### src/hdl/gcd_pkg.sv
// gcd_pkg: shared constants and carriers of the graphics controller datapath.
// assumes a single core clock; all i/o addresses are 16-bit host port numbers.
`default_nettype none

package gcd_pkg;

    // host i/o port numbers
    localparam logic [15:0] GCD_PORT_GC_INDEX   = 16'h03ce;
    localparam logic [15:0] GCD_PORT_GC_DATA    = 16'h03cf;
    localparam logic [15:0] GCD_PORT_CRT_IDX_M  = 16'h03b4;
    localparam logic [15:0] GCD_PORT_CRT_DAT_M  = 16'h03b5;
    localparam logic [15:0] GCD_PORT_CRT_IDX_C  = 16'h03d4;
    localparam logic [15:0] GCD_PORT_CRT_DAT_C  = 16'h03d5;

    // indices behind the data port
    localparam logic [3:0] GCD_IDX_FILL_VALUE   = 4'h0;
    localparam logic [3:0] GCD_IDX_FILL_ENABLE  = 4'h1;
    localparam logic [3:0] GCD_IDX_COMPARE      = 4'h2;
    localparam logic [3:0] GCD_IDX_ROTATE_FUNC  = 4'h3;
    localparam logic [3:0] GCD_IDX_READ_PLANE   = 4'h4;
    localparam logic [3:0] GCD_IDX_GFX_MODE     = 4'h5;
    localparam logic [3:0] GCD_IDX_MISC         = 4'h6;
    localparam logic [3:0] GCD_IDX_DONT_CARE    = 4'h7;
    localparam logic [3:0] GCD_IDX_BIT_MASK     = 4'h8;
    localparam logic [7:0] GCD_CRT_IDX_LATCH_RB = 8'h22;

    // field positions
    localparam int GCD_ROT_LSB      = 0;
    localparam int GCD_FUNC_LSB     = 3;
    localparam int GCD_WMODE_LSB    = 0;
    localparam int GCD_RDMODE_BIT   = 3;
    localparam int GCD_CGA_OE_BIT   = 4;
    localparam int GCD_MISC_OE_BIT  = 1;

    // writable-bit masks; everything else reads as zero
    localparam logic [7:0] GCD_WMASK_NIBBLE = 8'h0f;
    localparam logic [7:0] GCD_WMASK_ROTFN  = 8'h1f;
    localparam logic [7:0] GCD_WMASK_RDSEL  = 8'h03;
    localparam logic [7:0] GCD_WMASK_MODE   = 8'h7b;
    localparam logic [7:0] GCD_WMASK_FULL   = 8'hff;

    // reset value of every index and data field
    localparam logic [7:0] GCD_RST_VALUE    = 8'h00;

    // write modes and logic functions
    localparam logic [1:0] GCD_WM_HOST_FILL = 2'h0;
    localparam logic [1:0] GCD_WM_LATCH     = 2'h1;
    localparam logic [1:0] GCD_WM_BIT_FILL  = 2'h2;
    localparam logic [1:0] GCD_WM_MASKED    = 2'h3;
    localparam logic [1:0] GCD_FN_MOVE      = 2'h0;
    localparam logic [1:0] GCD_FN_AND       = 2'h1;
    localparam logic [1:0] GCD_FN_OR        = 2'h2;
    localparam logic [1:0] GCD_FN_XOR       = 2'h3;

    // host i/o request, one cycle wide
    typedef struct packed {
        logic        wr;
        logic        rd;
        logic [15:0] addr;
        logic [7:0]  wdata;
    } gcd_io_req_s;

    // host display memory request, one cycle wide
    typedef struct packed {
        logic       wr;
        logic       rd;
        logic       a0;
        logic [7:0] wdata;
    } gcd_mem_req_s;

endpackage : gcd_pkg

`default_nettype wire

### src/hdl/gcd_plane_lane.sv
// gcd_plane_lane: write data path of one display map (source pick, alu, mask).
// purely combinational; the parent registers the result.
`default_nettype none

module gcd_plane_lane
    import gcd_pkg::*;
(
    input  wire logic [1:0] wmode,
    input  wire logic [1:0] func,
    input  wire logic       fill_bit,
    input  wire logic       fill_en,
    input  wire logic [7:0] host_rot,
    input  wire logic       host_bit,
    input  wire logic [7:0] bit_mask,
    input  wire logic [7:0] latch,
    output logic      [7:0] result
);

    logic [7:0] src;
    logic [7:0] alu;
    logic [7:0] eff_mask;

    // pick the source byte per write mode
    always_comb begin
        src      = host_rot;
        eff_mask = bit_mask;
        case (wmode)
            GCD_WM_HOST_FILL: src = fill_en ? {8{fill_bit}} : host_rot; // RULE2 RULE3 RULE4
            GCD_WM_BIT_FILL:  src = {8{host_bit}};                      // RULE12
            GCD_WM_MASKED: begin
                src      = {8{fill_bit}};       // enable bits ignored here
                eff_mask = bit_mask & host_rot; // RULE12
            end
            default:          src = host_rot;
        endcase
    end

    // logic function against the latched byte
    always_comb begin
        case (func)
            GCD_FN_AND: alu = src & latch; // RULE7
            GCD_FN_OR:  alu = src | latch;
            GCD_FN_XOR: alu = src ^ latch;
            default:    alu = src;
        endcase
    end

    // mask keeps latched bits where it is zero; mode 1 copies the latch whole
    always_comb begin
        if (wmode == GCD_WM_LATCH) begin
            result = latch; // RULE12
        end else begin
            result = (alu & eff_mask) | (latch & ~eff_mask); // RULE14
        end
    end

endmodule : gcd_plane_lane

`default_nettype wire

### src/hdl/gcd_datapath.sv
// gcd_datapath: graphics controller datapath between host i/o, host memory
// accesses and the four display maps.
// assumes host requests and map read data come from logic on CLK, so no
// synchronisers; map read data is valid in the cycle of the read request.
//
// How it works
// RULE1: index register selects data port target
// RULE2: mode 0 writes fill value where enabled
// RULE3: fill bit replicated over all eight bits
// RULE4: per-map enable chooses fill over host
// RULE5: compare read returns per-bit all-maps match
// RULE6: normal read returns selected map byte
// RULE7: two-bit function: move, and, or, xor
// RULE8: rotate host data right, not mode 2
// RULE9: map select picks read map, normal only
// RULE10: odd/even chains maps 0-1 or 2-3
// RULE11: latch readback picks latch by map select
// RULE12: write mode field selects four write behaviours
// RULE13: read mode bit selects compare read
// RULE14: mask zero keeps latch, one passes data
// RULE15: don't care enables per-map compare
// RULE16: memory read loads all four latches
// RULE17: reset clears index and data fields
`default_nettype none

module gcd_datapath
    import gcd_pkg::*;
#(
    parameter int NUM_PLANES = 4
)(
    input  wire logic         CLK,
    input  wire logic         SYS_RST,
    input  wire logic         SOFT_RST,
    input  wire gcd_io_req_s  IO_REQ,
    output logic       [7:0]  IO_RDATA,
    output logic              IO_RVALID,
    input  wire gcd_mem_req_s MEM_REQ,
    output logic       [7:0]  MEM_RDATA,
    output logic              MEM_RVALID,
    input  wire logic  [3:0]  MAP_ENABLE,
    input  wire logic  [31:0] PLANE_RDATA,
    output logic       [31:0] PLANE_WDATA,
    output logic       [3:0]  PLANE_WE
);

    // the map count is fixed by the four-bit fill, compare and enable fields
    if (NUM_PLANES != 4) begin : g_bad_planes
        $error("gcd_datapath supports exactly four display maps");
    end

    // register fields
    // reserved bits are masked on write so reads show them as zero
    logic [7:0] gc_index;
    logic [7:0] crt_index;
    logic [7:0] fill_value;
    logic [7:0] fill_enable;
    logic [7:0] compare_value;
    logic [7:0] rotate_and_function;
    logic [7:0] read_plane_select;
    logic [7:0] gfx_mode;
    logic [7:0] misc_mode;
    logic [7:0] dont_care;
    logic [7:0] bit_mask;
    logic [7:0] latch [NUM_PLANES];

    // decoded controls
    logic       gc_idx_hit;
    logic       gc_dat_hit;
    logic       crt_idx_hit;
    logic       crt_dat_hit;
    logic [1:0] wmode;
    logic [1:0] func;
    logic [2:0] rot_cnt;
    logic       compare_read;
    logic       odd_even;
    logic [1:0] rd_plane;
    logic [7:0] host_rot;
    logic [15:0] rot_pair;
    logic [7:0] plane_byte [NUM_PLANES];
    logic [7:0] lane_out [NUM_PLANES];
    logic [7:0] cmp_result;
    logic [7:0] next_io_rdata;
    logic [7:0] next_mem_rdata;
    logic [3:0] next_we;
    logic       soft_clear;

    // port decode and field extraction; the soft clear is already on CLK
    assign soft_clear   = SOFT_RST;
    assign gc_idx_hit   = IO_REQ.addr == GCD_PORT_GC_INDEX;
    assign gc_dat_hit   = IO_REQ.addr == GCD_PORT_GC_DATA;
    assign crt_idx_hit  = (IO_REQ.addr == GCD_PORT_CRT_IDX_M) ||
                          (IO_REQ.addr == GCD_PORT_CRT_IDX_C);
    assign crt_dat_hit  = (IO_REQ.addr == GCD_PORT_CRT_DAT_M) ||
                          (IO_REQ.addr == GCD_PORT_CRT_DAT_C);
    assign wmode        = gfx_mode[GCD_WMODE_LSB +: 2];
    assign func         = rotate_and_function[GCD_FUNC_LSB +: 2];
    assign rot_cnt      = rotate_and_function[GCD_ROT_LSB +: 3];
    assign compare_read = gfx_mode[GCD_RDMODE_BIT]; // RULE13
    assign odd_even     = misc_mode[GCD_MISC_OE_BIT] | gfx_mode[GCD_CGA_OE_BIT];

    // rotate right by doubling the byte; mode 2 takes raw data bits instead
    // a plain 16-bit shift then needs no wrap-around logic
    assign rot_pair = {MEM_REQ.wdata, MEM_REQ.wdata} >> rot_cnt;
    assign host_rot = rot_pair[7:0]; // RULE8

    // odd/even chains the pair named by the high select bit, a0 picks within
    always_comb begin
        if (odd_even) begin
            rd_plane = {read_plane_select[1], MEM_REQ.a0}; // RULE10
        end else begin
            rd_plane = read_plane_select[1:0]; // RULE9
        end
    end

    // split map read data into bytes and build the per-map write bytes
    for (genvar p = 0; p < NUM_PLANES; p++) begin : g_plane
        assign plane_byte[p] = PLANE_RDATA[p*8 +: 8];
        gcd_plane_lane u_lane (
            .wmode    (wmode),
            .func     (func),
            .fill_bit (fill_value[p]),
            .fill_en  (fill_enable[p]),
            .host_rot (host_rot),
            .host_bit (MEM_REQ.wdata[p]),
            .bit_mask (bit_mask),
            .latch    (latch[p]),
            .result   (lane_out[p])
        );
    end

    // a map whose don't care bit is clear always counts as matching
    // compare runs every cycle; only a read in compare mode returns it
    always_comb begin
        for (int b = 0; b < 8; b++) begin
            cmp_result[b] = 1'b1;
            for (int p = 0; p < NUM_PLANES; p++) begin
                if (dont_care[p] && (plane_byte[p][b] != compare_value[p])) begin // RULE15
                    cmp_result[b] = 1'b0; // RULE5
                end
            end
        end
    end

    // host memory read answer
    always_comb begin
        if (compare_read) begin
            next_mem_rdata = cmp_result; // RULE5
        end else begin
            next_mem_rdata = plane_byte[rd_plane]; // RULE6
        end
    end

    // odd/even writes only reach the even or odd maps picked by a0
    // the sequencer's map enable still applies; odd/even can only narrow it
    always_comb begin
        next_we = MAP_ENABLE;
        if (odd_even) begin
            next_we = MAP_ENABLE & (MEM_REQ.a0 ? 4'ha : 4'h5);
        end
    end

    // host i/o read mux; reserved bits read as zero from the stored masks
    always_comb begin
        next_io_rdata = 8'h00;
        if (gc_idx_hit) begin
            next_io_rdata = gc_index;
        end else if (crt_idx_hit) begin
            next_io_rdata = crt_index;
        end else if (crt_dat_hit && crt_index == GCD_CRT_IDX_LATCH_RB) begin
            next_io_rdata = latch[read_plane_select[1:0]]; // RULE11
        end else if (gc_dat_hit) begin
            case (gc_index[3:0]) // RULE1
                GCD_IDX_FILL_VALUE:  next_io_rdata = fill_value;
                GCD_IDX_FILL_ENABLE: next_io_rdata = fill_enable;
                GCD_IDX_COMPARE:     next_io_rdata = compare_value;
                GCD_IDX_ROTATE_FUNC: next_io_rdata = rotate_and_function;
                GCD_IDX_READ_PLANE:  next_io_rdata = read_plane_select;
                GCD_IDX_GFX_MODE:    next_io_rdata = gfx_mode;
                GCD_IDX_MISC:        next_io_rdata = misc_mode;
                GCD_IDX_DONT_CARE:   next_io_rdata = dont_care;
                GCD_IDX_BIT_MASK:    next_io_rdata = bit_mask;
                default:             next_io_rdata = 8'h00;
            endcase
        end
    end

    // index registers; upper graphics index bits are read-only zero
    // soft clear is synchronous, so it takes effect at the next edge only
    always_ff @(posedge CLK or posedge SYS_RST) begin
        if (SYS_RST) begin
            gc_index  <= GCD_RST_VALUE; // RULE17
            crt_index <= GCD_RST_VALUE;
        end else if (soft_clear) begin
            gc_index  <= GCD_RST_VALUE; // RULE17
            crt_index <= GCD_RST_VALUE;
        end else if (IO_REQ.wr && gc_idx_hit) begin
            gc_index  <= IO_REQ.wdata & GCD_WMASK_NIBBLE; // RULE1
        end else if (IO_REQ.wr && crt_idx_hit) begin
            crt_index <= IO_REQ.wdata;
        end
    end

    // data fields behind the graphics data port
    always_ff @(posedge CLK or posedge SYS_RST) begin
        if (SYS_RST) begin
            fill_value          <= GCD_RST_VALUE; // RULE17
            fill_enable         <= GCD_RST_VALUE;
            compare_value       <= GCD_RST_VALUE;
            rotate_and_function <= GCD_RST_VALUE;
            read_plane_select   <= GCD_RST_VALUE;
            gfx_mode            <= GCD_RST_VALUE;
            misc_mode           <= GCD_RST_VALUE;
            dont_care           <= GCD_RST_VALUE;
            bit_mask            <= GCD_RST_VALUE;
        end else if (soft_clear) begin
            fill_value          <= GCD_RST_VALUE; // RULE17
            fill_enable         <= GCD_RST_VALUE;
            compare_value       <= GCD_RST_VALUE;
            rotate_and_function <= GCD_RST_VALUE;
            read_plane_select   <= GCD_RST_VALUE;
            gfx_mode            <= GCD_RST_VALUE;
            misc_mode           <= GCD_RST_VALUE;
            dont_care           <= GCD_RST_VALUE;
            bit_mask            <= GCD_RST_VALUE;
        end else if (IO_REQ.wr && gc_dat_hit) begin
            case (gc_index[3:0]) // RULE1
                GCD_IDX_FILL_VALUE:  fill_value  <= IO_REQ.wdata & GCD_WMASK_NIBBLE;
                GCD_IDX_FILL_ENABLE: fill_enable <= IO_REQ.wdata & GCD_WMASK_NIBBLE; // RULE4
                GCD_IDX_COMPARE:     compare_value <= IO_REQ.wdata & GCD_WMASK_NIBBLE;
                GCD_IDX_ROTATE_FUNC: rotate_and_function <= IO_REQ.wdata & GCD_WMASK_ROTFN;
                GCD_IDX_READ_PLANE:  read_plane_select <= IO_REQ.wdata & GCD_WMASK_RDSEL;
                GCD_IDX_GFX_MODE:    gfx_mode <= IO_REQ.wdata & GCD_WMASK_MODE; // RULE12
                GCD_IDX_MISC:        misc_mode <= IO_REQ.wdata & GCD_WMASK_NIBBLE;
                GCD_IDX_DONT_CARE:   dont_care <= IO_REQ.wdata & GCD_WMASK_NIBBLE; // RULE15
                GCD_IDX_BIT_MASK:    bit_mask <= IO_REQ.wdata & GCD_WMASK_FULL; // RULE14
                default:             ;
            endcase
        end
    end

    // latches are only loaded by reads, so writes to readback index are dropped
    // soft reset spares them, so software can still read back after a mode reset
    always_ff @(posedge CLK or posedge SYS_RST) begin
        if (SYS_RST) begin
            for (int p = 0; p < NUM_PLANES; p++) begin
                latch[p] <= GCD_RST_VALUE;
            end
        end else if (MEM_REQ.rd) begin
            for (int p = 0; p < NUM_PLANES; p++) begin
                latch[p] <= plane_byte[p]; // RULE16
            end
        end
    end

    // i/o read answer, one cycle after the request
    // registered so the port mux never reaches the host pins directly
    always_ff @(posedge CLK or posedge SYS_RST) begin
        if (SYS_RST) begin
            IO_RDATA  <= 8'h00;
            IO_RVALID <= 1'b0;
        end else begin
            IO_RVALID <= IO_REQ.rd;
            if (IO_REQ.rd) begin
                IO_RDATA <= next_io_rdata;
            end
        end
    end

    // memory read answer; a read takes priority over a write in the same cycle
    // the dropped write gives no sign, so the host must keep the two apart
    always_ff @(posedge CLK or posedge SYS_RST) begin
        if (SYS_RST) begin
            MEM_RDATA  <= 8'h00;
            MEM_RVALID <= 1'b0;
        end else begin
            MEM_RVALID <= MEM_REQ.rd;
            if (MEM_REQ.rd) begin
                MEM_RDATA <= next_mem_rdata;
            end
        end
    end

    // map write strobe and data, uses latch contents from before this write
    always_ff @(posedge CLK or posedge SYS_RST) begin
        if (SYS_RST) begin
            PLANE_WDATA <= 32'h0000_0000;
            PLANE_WE    <= 4'h0;
        end else begin
            PLANE_WE <= 4'h0;
            if (MEM_REQ.wr && !MEM_REQ.rd) begin
                PLANE_WE <= next_we;
                for (int p = 0; p < NUM_PLANES; p++) begin
                    PLANE_WDATA[p*8 +: 8] <= lane_out[p]; // RULE2 RULE12
                end
            end
        end
    end

endmodule : gcd_datapath

`default_nettype wire

### config.mk
export PLATFORM = sky130hd
export DESIGN_NAME = gcd_datapath
export DESIGN_NICKNAME = d
export VERILOG_FILES = /design/src/hdl/gcd_pkg.sv /design/src/hdl/gcd_plane_lane.sv /design/src/hdl/gcd_datapath.sv
export SDC_FILE = /design/constraint.sdc
export NUM_CORES = 1
export LEC_CHECK = 0
export BUFFER_PORTS_ARGS = -buffer_cell sky130_fd_sc_hd__buf_4
export CORE_ASPECT_RATIO = 0.9
export CORE_MARGIN = 2
export CORE_UTILIZATION = 45
export DETAILED_ROUTE_END_ITERATION = 8
export PLACE_DENSITY = 0.7
export SLEW_MARGIN = 0
export SYNTH_ARGS = -nofsm -noshare
export SYNTH_HDL_FRONTEND = slang
export SYNTH_SLANG_ARGS = --single-unit
export TNS_END_PERCENT = 5
### constraint.sdc
create_clock -name CLK -period 4.3 [get_ports CLK]
set_input_delay 0.215 -clock CLK [delete_from_list [all_inputs] [get_ports CLK]]
set_output_delay 0.215 -clock CLK [all_outputs]
set_load 0.01 [all_outputs]
==> After elaboration in Yosys (flattened, before gate mapping) <==
Index checks and enable logic that the tools add are counted.
{ "word_totals": {"mem_count": 0, "latchBits": 0, "input_bits": 76, "wordCells": 269, "ram_bits": 0, "regBits": 174, "output_inout_bits": 54, "romBits": 0} }
{ "classes": {"shifts": 1, "n_div": 0, "order_cmp": 2, "n_reduce_logical": 64, "n_eq_ne": 54, "n_mux": 97, "bitwise": 30, "multipliers": 0, "n_addsub": 0} }
{ "op_table": {"columns": ["cell", "count"], "rows": [
  ["$mux 8", 50],
  ["$pmux 8 s3", 8],
  ["$and 8x8->8", 13],
  ["$eq 16x10->1 const B", 6],
  ["$pmux 8 s9", 1],
  ["$or 8x8->8", 8],
  ["$logic_and 1x1->1", 37],
  ["$mux 1", 33],
  ["$bmux 8 s2", 2],
  ["$ne 1x1->1", 32],
  ["$xor 8x8->8", 4],
  ["$reduce_bool 2->1", 12],
  ["$reduce_and 2->1", 10],
  ["$eq 4x3->1 const B", 4],
  ["$shr 16x3->8", 1],
  ["$mux 4", 3],
  ["$eq 2x2->1 const B", 4],
  ["$eq 4x2->1 const B", 2],
  ["$eq 8x6->1 const B", 1],
  ["$not 8->8", 1],
  ["$ge 3x3->1 const B", 2],
  ["$not 2->3", 2],
  ["$and 4x4->4", 1],
  ["$eq 2x1->1 const B", 2],
  ["8 further kinds", 9]
]} }

==> Logic depth before layout (Yosys ltp) <==
Gate-level depths: netlist (run 1).
{ "depth": {"word_depth": 8, "ltp_mapped": 12, "mapped_depth_nobuf": 10} }

==> Hierarchy <==
Synthesis (run 1) repeated with hierarchy kept, for this count alone.
{ "unflattened": {"cells_unflattened": 1127, "hier_area_um2": 11148.2} }
{ "modules_own_cells": {"columns": ["module", "area_per_inst_um2", "instances", "cells_each"], "rows": [
  ["gcd_datapath", 7414.6, 1, 619],
  ["gcd_plane_lane", 933.4, 4, 127]
]} }

==> Worst setup path before layout (run 1) <==
OpenSTA, ideal clock, no wires.
{ "synth_timing": {"kind": "register to register", "startpoint": "register rotate_and_function[1]", "endpoint": "register PLANE_WDATA[19]", "t_arrival_ns": 2.642, "period_less_slack_ns": 2.778, "path_stages_with_launch": 11, "required_time_ns": 4.163, "path_slack_ns": 1.522, "path_cell_list": "dfrtp_1 buf_2 mux4_2 mux2i_1 a21oi_1 ha_1 mux2_2 o21ai_0 a21oi_1 o221ai_1 o32ai_1"} }
{ "synth_via": {"elab_chain_cells": 8} }
{ "synth_rtl": {"columns": ["item", "line_no", "rtl"], "rows": [
  ["start: declaration", "gcd_datapath.sv:58", "logic [7:0] rotate_and_function;"],
  ["start signal: assignment", "gcd_datapath.sv:230", "GCD_IDX_ROTATE_FUNC: rotate_and_function <= IO_REQ.wdata & GCD_WMASK_ROTFN;"],
  ["$shr 16x3->8 *", "gcd_datapath.sv:103", "assign rot_pair = {MEM_REQ.wdata, MEM_REQ.wdata} >> rot_cnt;"],
  ["$mux 8", "gcd_plane_lane.sv:28", "GCD_WM_HOST_FILL: src = fill_en ? {8{fill_bit}} : host_rot;"],
  ["$pmux 8 s3", "gcd_plane_lane.sv:27", "case (wmode)"],
  ["$xor 8x8->8 (tied with other cells)", "gcd_plane_lane.sv:43", "GCD_FN_XOR: alu = src ^ latch;"],
  ["$pmux 8 s3", "gcd_plane_lane.sv:40", "case (func)"],
  ["$and 8x8->8", "gcd_plane_lane.sv:53", "result = (alu & eff_mask) | (latch & ~eff_mask);"],
  ["$or 8x8->8 *", "gcd_plane_lane.sv:53", null],
  ["$mux 8 *", "gcd_plane_lane.sv:50", "if (wmode == GCD_WM_LATCH) begin"],
  ["end signal: indexed assignment", "gcd_datapath.sv:293", "PLANE_WDATA[p*8 +: 8] <= lane_out[p];"],
  ["end: declaration", "gcd_datapath.sv:42", "output logic [31:0] PLANE_WDATA,"]
]} }
Every way passes the cells marked *; elsewhere a longest branch is shown, timed or not.
A chain may end at the register's enable or synchronous reset.

==> Worst setup path in the final report (run 1) <==
{ "layout_timing": {"startpoint": "register rotate_and_function[0]", "endpoint": "register PLANE_WDATA[0]"} }
Same word-level chain as after synthesis.

==> metrics.txt, run 1 <==
CP Data Arrival Time around 3700 ps; initial antenna violation count 0; DR WL/cell 22.6 µm; final hold viol count 0; worst setup path startpoint rotate_and_function[0]; post-DP HPWL 23.9 mm; TritonCTS clock tree done; core area 22300 µm²; largest net degree at the start of global routing 70; Die W 162 µm; # IOs 130; reg2reg end PLANE_WDATA[0]; max frequency 291 MHz; CP Data Required Time ~4600 ps; Resized Gates After CTS 0; Final setup violation count 0; Rel. slew slack ~30%; starting density of the core 45.4%; final core utilization 53.2%; die area 23700 µm²; Critical Path Sink Type flop; share of layout cells above drive strength 1 between 20% and 30%; DR iter-0 viols 1196; gr ovfl total 0; max-slew violations 0; post-synthesis async set-or-reset flop share between 90% and 100%; Syn Inst Count about 1100; Hold WC Path Type in2reg; clock latency on the worst-skew pair 430 ps; clk buf depth 2; Synth Warn # 0; GPL Wtd Cong 0.963; PD cells 301 nW/µm²; R2R cell count 9; post-synthesis cell type count 67; Pleak approximately 5 nW; Crit Path Max Fanout 18; drt via density 6.32; EDFF count, synth 0; Antenna Cells 0; worst slack, placed ~920 ps; die height around 150 µm; DRC viols 0; CP Launch Type flop; clock sinks about 140; RSZ-0062 raised after global routing no; final worst-path cycle share ~80%; total setup buffers inserted after CTS 0; Hold Slack 12.7 ps; clock buffer count from CTS 17; row count 52; post-layout min period 3430 ps; DRT Wirelength 33.1 mm; global-route wire length before repair 51.7 mm; setup ws final around 870 ps; final setup TNS 0 ps; status finished clean; Synth Cell Area 10100 µm²; kind of critical path reg2reg; final net count 1260; crit path capture PLANE_WDATA[0]; IO buf count about 130; slew at the pin closest to its max-slew limit approximately 1000 ps; detailed-route via count 9245; vias in the first global route just under 9000; post-route ant nets 0; worst ir drop on vdd 218 µV; Global Route Usage Sum 28.3%; synthesis-to-finish area growth 17.2%; Avg Inst Size Synth 9.46 µm²; FF-to-FF setup slack between 800 and 900 ps; origin of the critical flop-to-flop path rotate_and_function[0]; Worst-path clk slew around 70 ps; root buf cell clkbuf_16; max cap viols 0; Pre-antenna DRT Iters 7; Yosys reg bits 139; sequential-to-total area share from yosys stat 34.3%; ys flop type dfrtp_1; Net Count, Synth ~1200; Final Skew between 10 and 15 ps; H-tree levels 4
power by group:
group          total, mW  internal, mW  switching (mW)
Sequential          1.49          1.39          0.0996
Combinational      0.559         0.258           0.301
Clock               1.53         0.875           0.650
Total               3.57          2.52            1.05
timing repair:
item                                   4_1_cts  5_1_grt
setup endpoints to repair                    0        0
endpoints found under the hold margin       62        0
hold buffers                                 2        0
cell usage after synthesis, drive strengths merged (5+ instances only):
cell	n	area [µm²]
dfrtp	139	3480
nor2	103	389
a21oi	85	433
mux2i	83	831
nand2	75	282
clkbuf	61	229
inv	47	176
o21ai	43	215
a211oi	36	270
mux2	34	383
o211ai	33	248
xor2	33	289
ha	32	400
mux4	28	631
buf	20	86.3
nand3	19	105
a31oi	15	93.8
nand2b	15	93.8
nor2b	15	93.8
nand4	11	83.8
nor4	11	189
a211o	10	87.6
o221ai	9	78.8
o32ai	9	78.8
or2	9	56.3
a221o	8	80.1
a222oi	8	80.1
a22oi	7	52.6
o22a	7	61.3
a22o	6	52.6
o2bb2ai	5	43.8
worst max-delay path, cell delays in order, from the launching register on:
cell and delay [ps]:
dfrtp_1 860, mux4_2 610, mux2_2 310, o211ai_1 360
inv_1 80, ha_1 280, mux2_2 280, a22oi_1 190
a211oi_1 90, a221o_1 260
stage by stage:
step,cell area [µm²],std cells,power [mW]
floorplan,10100,1071,1.78
CTS,11900,1462,3.58
global route,11900,1462,3.71
global placement,11300,1428,2.05
detailed placement,11300,1428,2.06
finish,11900,1462,3.57
final cells by class:
| class | count | area [µm²] |
|---|---|---|
| Inverter | 47 | 181 |
| Multi-Input combinational cell | 804 | 6170 |
| Clock inverter | 15 | 175 |
| Fill cell | 2039 | 10400 |
| Sequential cell | 139 | 3480 |
| Timing Repair Buffer | 143 | 1080 |
| Tap cell | 297 | 372 |
| Clock buffer | 17 | 425 |
kinds of logic after synthesis:
| family | synth area share [%] |
|---|---|
| AO/OA/AOI/OAI | 21.1 |
| AND/OR/NAND/NOR | 14.8 |
| multiplexers | 18.2 |
| flip-flops | 34.3 |
| buffers and inverters | 4.85 |
| XOR/XNOR | 2.85 |
| adder cells (fa/ha/maj) | 3.95 |
per-layer routing:
layer	up-vias	track usage, %	part of all wire [%]
met1	4545	42.4	44
met2	499	39.9	43
met4	0	7.12	1.6
met3	41	8.58	11
met5	-	0	0
li1	4160	-	-
cell usage in the layout, fill, tap and decap left out, drive strengths merged, types with 8 or more instances in the layout:
cell type	n
buf	141
dfrtp	139
nor2	103
a21oi	85
mux2i	83
nand2	75
inv	56
o21ai	43
a211oi	36
mux2	34
xor2	33
o211ai	33
ha	32
mux4	28
nand3	19
clkbuf	17
nand2b	15
a31oi	15
nor2b	15
nand4	11
nor4	11
a211o	10
or2	9
o221ai	9
o32ai	9
a221o	8
a222oi	8
flip-flops by register name, summed over array words and instances (netlist names), 2 cells and up:
signal               flops
IO_RDATA                 8
MEM_RDATA                8
PLANE_WDATA             32
PLANE_WE                 4
bit_mask                 8
compare_value            4
crt_index                8
dont_care                4
fill_enable              4
fill_value               4
gc_index                 4
gfx_mode                 6
latch                   32
misc_mode                4
read_plane_select        2
rotate_and_function      5
worst min-delay path by stage:
| stage | startpoint | end | cells after the start |
|---|---|---|---|
| after floorplan | IO_REQ[24] | IO_RVALID | 0 |
| after global placement | SYS_RST | gc_index[1] | 2 |
| after detailed placement | SYS_RST | gc_index[1] | 2 |
| after CTS | PLANE_RDATA[17] | latch[9] | 3 |
| after global routing | PLANE_RDATA[25] | latch[1] | 3 |
| final | PLANE_RDATA[17] | latch[9] | 3 |
No activity file was read; power rests on OpenSTA's default activity.
==> run 2, diff against run 1 <==
- ABC_AREA: unset -> 1
- PLACE_DENSITY: 0.7 -> 0.72
- clock period: 4.3 -> 2.8 ns (I/O delays scaled with it)
==> run 2 against run 1 <==
The run now ends with negative hold slack left; global-route usage grew 2.3 points; sequential share of layout area down 0.51 points; cell count increased by 31%; clock-buffer cell count is 2 higher; die area fell by 2.5%; clock power rose by 63%; routed wire length increased by 6.5%; worst setup slack lost 580 ps; clock skew shrank 2.6 ps; synthesized cell count up 37%; fmax grew 37%; flip-flop and latch count unchanged; largest cell class unchanged; largest power group unchanged; highest routed layer unchanged.
==> metrics.txt, run 2 <==
status finished with violations (was finished clean); violated checks negative hold slack; Worst-path clk slew 60 ps (was 70 ps); share of layout cells above drive strength 1 15.3% (was 23.3%); CP Data Required Time 3120 ps (was 4610 ps); DRT Wirelength 35.2 mm (was 33.1 mm); GPL Wtd Cong 1.02 (was 0.963); initial antenna violation count 0 (unchanged); most common cell in the netlist nand2_1 (was dfrtp_1); Avg Inst Size Synth 6.71 µm² (was 9.46 µm²); die height 145 µm (was 146 µm); EDFF count, synth 0 (unchanged); sequential-to-total area share from yosys stat 35.2% (was 34.3%); synthesis-to-finish area growth 22.5% (was 17.2%); final net count 1717 (was 1260); top cells by count, synth nand2_1 (430), o21ai_0 (164), a21oi_1 (155), dfrtp_1 (139), nor2_1 (138) (was dfrtp_1 (139), nor2_1 (102), a21oi_1 (83), mux2i_1 (83), nand2_1 (75)); Syn Inst Count 1472 (was 1071); Crit Path Max Fanout 11 (was 18); TritonCTS clock tree done (unchanged); die area 23200 µm² (was 23700 µm²); Synth Warn # 0 (unchanged); biggest regs PLANE_WDATA: 32 flops, latch: 32 flops (unchanged); Pleak 5.78 nW (was 5.05 nW); post-DP HPWL 25.1 mm (was 23.9 mm); clock latency on the worst-skew pair 440 ps (was 430 ps); slew at the pin closest to its max-slew limit 743 ps (was 1040 ps); post-synthesis cell type count 43 (was 67); max-slew violations 0 (unchanged); DRC viols 0 (unchanged); DR iter-0 viols 1113 (was 1196); CP Launch Type flop (unchanged); final worst-path cycle share 89.7% (was 79.8%); IO buf count 129 (unchanged); clock buffer count from CTS 17 (unchanged); clock sinks 139 (unchanged); detailed-route via count 11100 (was 9245); post-route ant nets 0 (unchanged); max cap viols 0 (unchanged); Hold WC Path Type in2reg (unchanged); kind of critical path reg2reg (unchanged); gr ovfl total 0 (unchanged); Yosys top cell area share 35.2% (was 34.3%); row count 51 (was 52); starting density of the core 45.8% (was 45.4%); Net Count, Synth 1580 (was 1179); Final Skew 9.50 ps (was 12.1 ps); Global Route Usage Sum 30.6% (was 28.3%); clk buf depth 2 (unchanged); post-synthesis async set-or-reset flop share 100% (unchanged); Critical Path Sink Type flop (unchanged); core area 21600 µm² (was 22300 µm²); global-route wire length before repair 55.0 mm (was 51.7 mm); top cell type by total area after synthesis dfrtp_1 (unchanged); max frequency 398 MHz (was 291 MHz); Rel. slew slack 50.4% (was 30.7%); Yosys reg bits 139 (unchanged); final hold viol count 1 (was 0); Synth area leaders dfrtp_1 (35%), nand2_1 (16%), o21ai_0 (8.3%) (was dfrtp_1 (34%), mux2i_1 (8.2%), mux4_2 (6.2%)); PD cells 569 nW/µm² (was 301 nW/µm²); most frequent cells in the layout nand2_1 (429), o21ai_0 (164), a21oi_1 (155) (was buf_4 (141), dfrtp_1 (138), nor2_1 (102)); final core utilization 56.1% (was 53.2%); # IOs 130 (unchanged); DR WL/cell 18.4 µm (was 22.6 µm); root buf cell clkbuf_16 (unchanged); RSZ-0062 raised after global routing no (unchanged); most common cell after layout, fill and taps aside nand2_1 (was buf_4); Antenna Cells 0 (unchanged); post-layout min period 2510 ps (was 3430 ps); Pre-antenna DRT Iters 6 (was 7); vias in the first global route 9909 (was 8675); Hold Slack -0.203 ps (was 12.7 ps); ys flop type dfrtp_1 (unchanged); drt via density 5.80 (was 6.32); Die W 160 µm (was 162 µm); Synth Cell Area 9880 µm² (was 10100 µm²); H-tree levels 4 (unchanged); FF-to-FF setup slack 290 ps (was 870 ps); final setup TNS 0 ps (unchanged); largest net degree at the start of global routing 53 (was 70); fill count 2084 (was 2039); Final setup violation count 0 (unchanged); worst ir drop on vdd 524 µV (was 218 µV); CP Data Arrival Time 2830 ps (was 3740 ps)
## run 2: cell types whose count changed after synthesis, moves of 32 or more
cell and change:
nor2_1 +36, nand4_1 +32, mux2i_1 -83, xor2_1 -32, a211oi_1 -35, o211ai_1 -32, o21ai_1 +37, o21ai_0 +123
a21oi_1 +72, nand2_1 +355, mux2_2 -34, nand3_1 +74
## run 2: logic make-up (layout without fill, tap and decap cells)
group / after synthesis / count (layout) / synth area share [%]
adder cells (fa/ha/maj): 32 / 32 / 4.05
XOR/XNOR: 3 / 3 / 0.266
AND/OR/NAND/NOR: 739 / 739 / 31.6
flip-flops: 139 / 139 / 35.2
AO/OA/AOI/OAI: 393 / 393 / 21.4
buffers and inverters: 166 / 316 / 7.40
## run 2: layer usage
metal	global-route usage [%]	up-vias	wire (µm)
met5	0	-	0
met1	43.3	5119	15100
met2	46.7	664	15400
met4	11.7	0	1160
met3	5.88	90	3610
li1	-	5222	-
## run 2: timing repair
action                                  4_1_cts  5_1_grt
setup buffers                                 0        0
hold endpoints to repair                     62        0
hold buffers                                 36        0
endpoints found under the setup margin        0       11
gates resized for setup                       0        4
## run 2: report_power, final
part	switching, mW	internal, mW
logic	1.20	0.739
registers	0.241	2.21
clock network	1.02	1.48
total	2.46	4.42
## run 2: layout make-up
cell class	instances	area, µm²	area share [%]
Tap cell	291	364	3.01
Multi-Input combinational cell	1167	5670	46.9
Clock buffer	19	453	3.74
Sequential cell	139	3480	28.8
Clock inverter	13	181	1.50
Inverter	92	353	2.92
Timing Repair Buffer	192	1590	13.2
## run 2: path summary, 6_finish.rpt
check	end	from	depth (start not counted)
setup / recovery	PLANE_WDATA[2]	rotate_and_function[1]	15
hold / removal	latch[6]	PLANE_RDATA[30]	3
setup reg to reg	PLANE_WDATA[2]	rotate_and_function[1]	15
hold reg to reg	IO_RDATA[7]	IO_RDATA[7]	2
max in group asynchronous	PLANE_WE[0]	SYS_RST	4
min in group asynchronous	crt_index[6]	SYS_RST	3
## run 2: critical path: stages, from the launching register on
cell and delay (ps):
dfrtp_2 500, clkinvlp_4 210, nand3_1 160, nand3_1 100, nand2_2 200, nand2_2 190
nand3_1 140, ha_1 230, nand2_1 60, nand2_1 40, o21ai_0 110, nand2_1 90
nand2_1 70, nand4_1 110, nand2_1 120, a21oi_1 70
## run 2: stage by stage
step	std cells	power [mW]	area [µm²]	setup WS, ps
after floorplan	1472	3.60	9880	728
after global placement	1845	4.29	11100	315
after detailed placement	1845	4.33	11100	234
after CTS	1913	6.85	12100	219
after global routing	1913	7.22	12100	25.9
final	1913	6.88	12100	287
